$ cat config.mk
export PLATFORM = sky130hd
export DESIGN_NAME = cdb_bus_share
export DESIGN_NICKNAME = d
export VERILOG_FILES = /design/src/core/cdb_pkg.sv /design/src/core/cdb_bus_share.sv
export SDC_FILE = /design/constraint.sdc
export NUM_CORES = 1
export LEC_CHECK = 0
export BUFFER_PORTS_ARGS = -buffer_cell sky130_fd_sc_hd__buf_2
export CAP_MARGIN = 20
export CORE_MARGIN = 2
export CORE_UTILIZATION = 57
export DETAILED_ROUTE_END_ITERATION = 10
export GPL_TIMING_DRIVEN = 1
export PLACE_DENSITY = 0.85
export SETUP_SLACK_MARGIN = 0.1
export SLEW_MARGIN = 10
export SYNTH_ARGS = -nofsm -noshare
export SYNTH_HDL_FRONTEND = slang
export SYNTH_SLANG_ARGS = --single-unit
$ cat constraint.sdc
create_clock -name sys_clk_i -period 4.9 [get_ports sys_clk_i]
set_input_delay 0.735 -clock sys_clk_i [delete_from_list [all_inputs] [get_ports sys_clk_i]]
set_output_delay 0.735 -clock sys_clk_i [all_outputs]
set_load 0.005 [all_outputs]
$ cat src/core/cdb_pkg.sv
// package for the processor / transfer-controller bus sharing block
// assumes one 40 MHz clock and synchronous pins.
// How it works
// RULE1: only one master drives shared lines
// RULE2: requester holds bus request while wanting bus
// RULE3: processor answers request with bus grant
// RULE4: owner moves bytes between port and memory
// RULE5: address counter advances one per byte
// RULE6: wait input stretches current cycle until ready
// RULE7: memory and port strobes qualify the address
// RULE8: read and write strobes mark direction
// RULE9: refresh flag marks refresh cycles
// RULE10: sixteen address bits and eight data bits
// RULE11: reset held until supply good reported
// RULE12: interrupt requests divert processor to handling
// RULE13: controller drives only after hold granted
// RULE14: per-channel acknowledge names the served channel
// RULE15: release after last transfer, grant drops next
package cdb_pkg;
	localparam int ADDR_W = 16;
	localparam int DATA_W = 8;
	localparam int NCHAN = 4;
	localparam logic [15:0] ADDR_RST = 16'h0000;
	localparam logic [7:0] CNT_RST = 8'h00;
	// processor cycle phases; each memory or port cycle is T1 address latch, T2 and T3 strobe, then a refresh phase
	typedef enum logic [2:0] {
		CP_T1,
		CP_T2,
		CP_T3,
		CP_REFRESH_CYCLE_FLAG,
		CP_INTA,
		CP_HOLD
	} cdb_cpu_t;
	// transfer controller phases
	typedef enum logic [1:0] {
		DM_IDLE,
		DM_REQ,
		DM_XFER,
		DM_DONE
	} cdb_dma_t;
endpackage

$ cat src/core/cdb_bus_share.sv
// bus sharing between the processor's bus cycle engine and a four-channel
// single-byte transfer controller. assumes all inputs are synchronous to sys_clk_i.
`timescale 1ns/1ps
module cdb_bus_share #(
	parameter int NCH = 4
) (
	input wire logic sys_clk_i,
	input wire logic rst_i,
	input wire logic supply_good_i,
	input wire logic wait_i,
	input wire logic int_req_i,
	input wire logic nmi_req_i,
	input wire logic cpu_go_i,
	input wire logic cpu_port_i,
	input wire logic cpu_write_i,
	input wire logic [cdb_pkg::ADDR_W-1:0] cpu_addr_i,
	input wire logic [cdb_pkg::DATA_W-1:0] cpu_wdata_i,
	input wire logic [NCH-1:0] chan_req_i,
	input wire logic chan_to_mem_i,
	input wire logic [cdb_pkg::ADDR_W-1:0] start_addr_i,
	input wire logic [7:0] byte_count_i,
	input wire logic start_load_i,
	input wire logic [cdb_pkg::DATA_W-1:0] data_i,
	output logic cpu_busy_o,
	output logic irq_taken_o,
	output logic [cdb_pkg::ADDR_W-1:0] addr_o,
	output logic addr_oe_o,
	output logic [cdb_pkg::DATA_W-1:0] data_o,
	output logic data_oe_o,
	output logic memory_cycle_strobe_o,
	output logic port_cycle_strobe_o,
	output logic rd_strobe_o,
	output logic wr_strobe_o,
	output logic refresh_cycle_flag_o,
	output logic bus_request_in_o,
	output logic bus_grant_out_o,
	output logic [NCH-1:0] channel_acknowledge_out_o,
	output logic xfer_done_o
);
	import cdb_pkg::*;

	initial begin
		if (NCH < 1 || NCH > 8) $error("NCH out of range");
	end

	// ****************************************
	// processor side
	// ****************************************
	cdb_cpu_t cpu_ff, nxt_cpu;
	logic run_ff, nxt_run;
	logic port_ff, nxt_port, wr_ff, nxt_wr;
	logic [ADDR_W-1:0] caddr_ff, nxt_caddr;
	logic [DATA_W-1:0] cdata_ff, nxt_cdata;
	logic [6:0] rfa_ff, nxt_rfa;
	logic nmi_d_ff, nxt_nmi_d;
	logic irq_ff, nxt_irq;
	logic nmi_pend_ff, nxt_nmi_pend;
	logic hold_req;

	always_comb begin
		nxt_cpu = cpu_ff;
		nxt_run = run_ff | supply_good_i; // see RULE11
		nxt_port = port_ff;
		nxt_wr = wr_ff;
		nxt_caddr = caddr_ff;
		nxt_cdata = cdata_ff;
		nxt_rfa = rfa_ff;
		nxt_nmi_d = nmi_req_i;
		// edge is latched so an nmi arriving mid-cycle or in hold is not lost
		nxt_nmi_pend = nmi_pend_ff | (nmi_req_i && !nmi_d_ff);
		nxt_irq = 1'b0;
		if (run_ff) begin
			case (cpu_ff)
				CP_T1: begin
					// bus is released only between cycles, never mid-cycle
					if (hold_req) begin
						nxt_cpu = CP_HOLD; // see RULE3
					end else if (nxt_nmi_pend || int_req_i) begin
						nxt_cpu = CP_INTA; // see RULE12
						nxt_irq = 1'b1;
						nxt_nmi_pend = 1'b0;
					end else if (cpu_go_i) begin
						nxt_cpu = CP_T2;
						nxt_port = cpu_port_i;
						nxt_wr = cpu_write_i;
						nxt_caddr = cpu_addr_i;
						nxt_cdata = cpu_wdata_i;
					end
				end
				CP_T2: begin
					if (!wait_i) begin
						nxt_cpu = CP_T3; // see RULE6
					end
				end
				CP_T3: begin
					nxt_cpu = CP_REFRESH_CYCLE_FLAG;
				end
				CP_REFRESH_CYCLE_FLAG: begin
					nxt_rfa = rfa_ff + 7'h01;
					nxt_cpu = CP_T1; // see RULE9
				end
				CP_INTA: begin
					nxt_cpu = CP_T1;
				end
				CP_HOLD: begin
					if (!hold_req) begin
						nxt_cpu = CP_T1; // see RULE15
					end
				end
				default: nxt_cpu = CP_T1;
			endcase
		end else begin
			nxt_cpu = CP_T1;
		end
	end

	always_ff @(posedge sys_clk_i or posedge rst_i) begin
		if (rst_i) begin
			cpu_ff <= CP_T1;
			run_ff <= 1'b0;
			port_ff <= 1'b0;
			wr_ff <= 1'b0;
			caddr_ff <= ADDR_RST;
			cdata_ff <= 8'h00;
			rfa_ff <= 7'h00;
			nmi_d_ff <= 1'b0;
			nmi_pend_ff <= 1'b0;
			irq_ff <= 1'b0;
		end else begin
			cpu_ff <= nxt_cpu;
			run_ff <= nxt_run;
			port_ff <= nxt_port;
			wr_ff <= nxt_wr;
			caddr_ff <= nxt_caddr;
			cdata_ff <= nxt_cdata;
			rfa_ff <= nxt_rfa;
			nmi_d_ff <= nxt_nmi_d;
			nmi_pend_ff <= nxt_nmi_pend;
			irq_ff <= nxt_irq;
		end
	end

	logic granted;
	assign granted = (cpu_ff == CP_HOLD);
	assign bus_grant_out_o = granted; // see RULE3
	assign irq_taken_o = irq_ff;
	assign cpu_busy_o = !run_ff || (cpu_ff != CP_T1);

	// ****************************************
	// transfer controller
	// ****************************************
	cdb_dma_t dma_ff, nxt_dma;
	logic [ADDR_W-1:0] daddr_ff, nxt_daddr;
	logic [7:0] cnt_ff, nxt_cnt;
	logic [NCH-1:0] ack_ff, nxt_ack;
	logic [DATA_W-1:0] latch_ff, nxt_latch;
	logic done_ff, nxt_done;
	logic [NCH-1:0] pick;

	// lowest channel wins; fixed priority trades fairness for simplicity
	always_comb begin
		pick = '0;
		for (int i = NCH - 1; i >= 0; i--) begin
			if (chan_req_i[i]) begin
				pick = '0;
				pick[i] = 1'b1;
			end
		end
	end

	always_comb begin
		nxt_dma = dma_ff;
		nxt_daddr = daddr_ff;
		nxt_cnt = cnt_ff;
		nxt_ack = ack_ff;
		nxt_latch = latch_ff;
		nxt_done = 1'b0;
		if (start_load_i && dma_ff == DM_IDLE) begin
			nxt_daddr = start_addr_i; // see RULE5
			nxt_cnt = byte_count_i;
		end
		case (dma_ff)
			DM_IDLE: begin
				if (run_ff && |chan_req_i && cnt_ff != CNT_RST) begin
					nxt_dma = DM_REQ; // see RULE2
					nxt_ack = pick;
				end
			end
			DM_REQ: begin
				if (granted) begin
					nxt_dma = DM_XFER; // see RULE13
				end
			end
			DM_XFER: begin
				if (!wait_i) begin
					nxt_latch = data_i; // see RULE4
					nxt_daddr = daddr_ff + 16'h0001; // see RULE5
					nxt_cnt = cnt_ff - 8'h01;
					nxt_dma = DM_DONE;
				end
			end
			DM_DONE: begin
				// single transfer mode: hand the bus back after each byte
				nxt_ack = '0;
				nxt_done = (cnt_ff == CNT_RST);
				nxt_dma = DM_IDLE; // see RULE15
			end
			default: nxt_dma = DM_IDLE;
		endcase
	end

	always_ff @(posedge sys_clk_i or posedge rst_i) begin
		if (rst_i) begin
			dma_ff <= DM_IDLE;
			daddr_ff <= ADDR_RST;
			cnt_ff <= CNT_RST;
			ack_ff <= '0;
			latch_ff <= 8'h00;
			done_ff <= 1'b0;
		end else begin
			dma_ff <= nxt_dma;
			daddr_ff <= nxt_daddr;
			cnt_ff <= nxt_cnt;
			ack_ff <= nxt_ack;
			latch_ff <= nxt_latch;
			done_ff <= nxt_done;
		end
	end

	assign hold_req = (dma_ff == DM_REQ) || (dma_ff == DM_XFER);
	assign bus_request_in_o = hold_req;
	assign xfer_done_o = done_ff;

	// ****************************************
	// shared bus drive
	// ****************************************
	logic dma_own, cpu_cyc, cpu_rf;
	assign dma_own = granted && (dma_ff == DM_XFER); // see RULE13
	assign cpu_cyc = !granted && (cpu_ff == CP_T2 || cpu_ff == CP_T3);
	assign cpu_rf = !granted && (cpu_ff == CP_REFRESH_CYCLE_FLAG);

	// ownership is exclusive because dma_own needs the grant and cpu terms forbid it
	always_comb begin
		addr_o = caddr_ff; // see RULE10
		addr_oe_o = cpu_cyc || cpu_rf || dma_own; // see RULE1
		data_o = cdata_ff;
		data_oe_o = cpu_cyc && wr_ff;
		memory_cycle_strobe_o = 1'b0;
		port_cycle_strobe_o = 1'b0;
		rd_strobe_o = 1'b0;
		wr_strobe_o = 1'b0;
		refresh_cycle_flag_o = cpu_rf; // see RULE9
		channel_acknowledge_out_o = granted ? ack_ff : '0; // see RULE14
		if (dma_own) begin
			addr_o = daddr_ff;
			// port read and memory write fire together in one pulse
			memory_cycle_strobe_o = 1'b1;
			port_cycle_strobe_o = 1'b1;
			rd_strobe_o = 1'b1;
			wr_strobe_o = 1'b1;
			data_o = latch_ff;
		end else if (cpu_rf) begin
			addr_o = {9'h000, rfa_ff};
			memory_cycle_strobe_o = 1'b1;
		end else if (cpu_cyc) begin
			memory_cycle_strobe_o = !port_ff; // see RULE7
			port_cycle_strobe_o = port_ff;
			rd_strobe_o = !wr_ff; // see RULE8
			wr_strobe_o = wr_ff;
		end
	end
	logic unused_dir;
	assign unused_dir = chan_to_mem_i;
endmodule

==> key figures <==
Run status
  • Status: completed

Setup path
  • CP Cell Sequence: nor2b_1 > nand2_1 > inv_1 > nand2_1 > o21ai_0 > buf_2
  • Critical Path Source Type: flop
  • Critical path peak fanout: 25
  • CP Class: flop to primary output
  • Crit. End Element: primary output
  • Worst path most repeated cell: nand2_1
  • Req. time, crit path: 4.16 ns
  • CP peak stage delay: 0.53 ns
  • Slowest cell on the critical path: nand2_1
  • Critical path arrival: 2.59 ns

Route
  • Final Routed Wirelength: between 10000 and 15000 µm
  • DRT antenna net count: 0
  • Drt first pass iters: 5
  • WL/cell: 16.0 µm
  • 1st-iter DRT viols: 303
  • Vias per cell: 5.69
  • Routed vias: roughly 3700
  • DRC errors left: 0

CTS
  • Root Buffer: clkbuf_8
  • Total CTS buffers: 9
  • Post-CTS Setup Bufs: 0
  • CTS tree: built
  • Max Buffers Root-to-Sink: 2
  • Clock sinks: 79
  • Worst-path clk slew: approximately 0.08 ns
  • Hold Buf Count CTS: 0
  • CTS resizes: 0
  • Worst-skew pair later-pin latency: 0.35 ns
  • H-tree levels: 3

Timing
  • Worst-Margin Slew: 1.03 ns
  • Final hold violations: 0
  • # setup viols final: 0
  • Final worst path period share: 0.678
  • Slew Limit Headroom: 0.308
  • Max-slew violations: 0
  • Final TNS setup: 0 ns
  • Fmax: 0.301 GHz
  • Min Tclk post-route: 3.32 ns
  • Max Clock Skew: 0.00844 ns
  • RSZ-0062 raised after global routing: false

Hold path
  • Worst Hold Class: input pin to async pin

Yosys
  • Sequential share of the synthesized area: 0.466
  • Post-synthesis cell type count: 55
  • Synth area leader: dfrtp_1
  • Synth Flop Type: dfrtp_1
  • Post-Synthesis Cells: 443
  • Async SR Flop Fraction: 1.00
  • Synth top cells by count: 99 x nand2_1, 79 x dfrtp_1, 31 x nor2_1
  • Area contributors post-synth: dfrtp_1 47%, nand2_1 8.8%, mux2_4 7.1%, nor2_1 2.7%, ha_1 2.7%
  • Area share of the largest cell type after synthesis: 0.466
  • Post-synth EDFFs: 0
  • Synth Register Bits: 79
  • Most frequent cell after synthesis: nand2_1
  • Synth Cell Area: 4240 µm²
  • Syn avg cell area: 9.57 µm²
  • Synth Warn #: 0
  • Syn nets: 523

Floorplan
  • Floorplan core area: just over 7000 µm²
  • Initial core utilization: 0.588
  • # IOs: 111
  • Die span in x: 90.2 µm
  • Die Area: 8140 µm²
  • Die height: approximately 90 µm
  • Row cnt: 31

Placement
  • DP HPWL: 7480 µm
  • RePlAce Congestion: just under 0.9
  • Port-buffer cells: 109

GRT
  • Number of global-route vias before repair: between 3000 and 4000
  • Largest net degree at the start of global routing: 50
  • GRT overflow: 0
  • Total track usage: 0.256
  • First-pass GRT wire length: 16700 µm
  • Initial antenna violation count: 0

Layout
  • Nets: roughly 620
  • Layout cells sized above 1: 0.302
  • P&R area growth vs syn: 18.8%
  • ANT cells: 0

Power
  • VDD IR max: 0.274 mV
  • LEAKAGE: 2.63 nW
  • Power Dens Cells: 570 nW/µm²
  • Pwr Total: 2.87 mW

Flow run
  • Max-cap viol count: 0
## critical path: cells and delay by family (launching register included)
family	cells	cell delay (ns)
flip-flops	1	0.48
AO/OA/AOI/OAI	1	0.40
buffers and inverters	2	0.43
AND/OR/NAND/NOR	3	0.93
## layout make-up
type,count,area (µm²)
Fill cell,581,2180
Multi-Input combinational cell,329,2100
Sequential cell,79,1980
Timing Repair Buffer,112,568
Clock buffer,10,128
Tap cell,99,124
Clock inverter,6,85.1
Inverter,13,48.8
## flip-flops by register name (all words and copies together) (netlist names), 2 cells and up
name      cells
ack_ff        4
caddr_ff     16
cdata_ff      8
cnt_ff        8
cpu_ff        3
daddr_ff     16
dma_ff        2
latch_ff      8
rfa_ff        7
## layout by cell type (no fill, tap or decap), types with 7 or more instances in the layout
| cell | n |
|---|---|
| nor3_1 | 13 |
| mux2_4 | 20 |
| o21ai_0 | 19 |
| nor2_1 | 31 |
| dfrtp_1 | 79 |
| a211oi_1 | 10 |
| mux2i_1 | 11 |
| nand3_1 | 15 |
| inv_1 | 12 |
| nand2b_1 | 7 |
| mux2_2 | 7 |
| buf_2 | 109 |
| ha_1 | 9 |
| clkbuf_8 | 9 |
| nand2_1 | 99 |
| a21oi_1 | 13 |
## through the flow
stage               utilization  setup WS [ns]  hold slack, ns  std cells  instance area (µm²)
global placement          0.668           2.06           0.461        632                 4820
CTS                       0.698           1.61           0.484        648                 5030
detailed placement        0.668           2.01           0.466        632                 4820
finish                    0.698           1.58           0.473        648                 5030
floorplan                     -           2.14           0.441        443                 4240
global route              0.698           1.34           0.502        648                 5030
## final timing paths
check / depth (start not counted) / endpoint / slack (ns) / start
min in group sys_clk_i: 1 / rfa_ff[6] / 0.49 / rfa_ff[6]
hold / removal: 2 / cnt_ff[5] / 0.47 / rst_i
setup / recovery: 6 / addr_o[7] / 1.58 / cpu_ff[0]
hold reg to reg: 1 / rfa_ff[6] / 0.49 / rfa_ff[6]
setup reg to reg: 7 / daddr_ff[11] / 2.38 / dma_ff[0]
max in group asynchronous: 3 / rfa_ff[6] / 3.34 / rst_i
## power by group
part,internal [mW],leakage [nW],switching (mW)
clock network,0.285,0.102,0.234
registers,0.911,0.974,0.260
logic,0.561,1.56,0.617
total,1.76,2.63,1.11
## layer usage
metal	share of wire	vias to the layer above	GRT usage	wire [µm]
li1	-	1748	-	-
met1	0.45	1769	0.358	4690
met2	0.47	148	0.408	4840
met3	0.053	22	0.0402	549
met4	0.026	0	0.0885	274
met5	0	-	0	0
## cell families (layout without fill, tap and decap cells)
group	after synthesis	in the layout	share of synthesized area
and+or+nand+nor	205	205	0.230
DFF	79	79	0.466
AOI/OAI and AO/OA	71	71	0.112
muxes	38	38	0.115
buffers and inverters	35	141	0.0372
adders and majority gates	9	9	0.0266
xor gates and xnor gates	6	6	0.0124
Note: power is estimated with default switching activity, not from simulation.
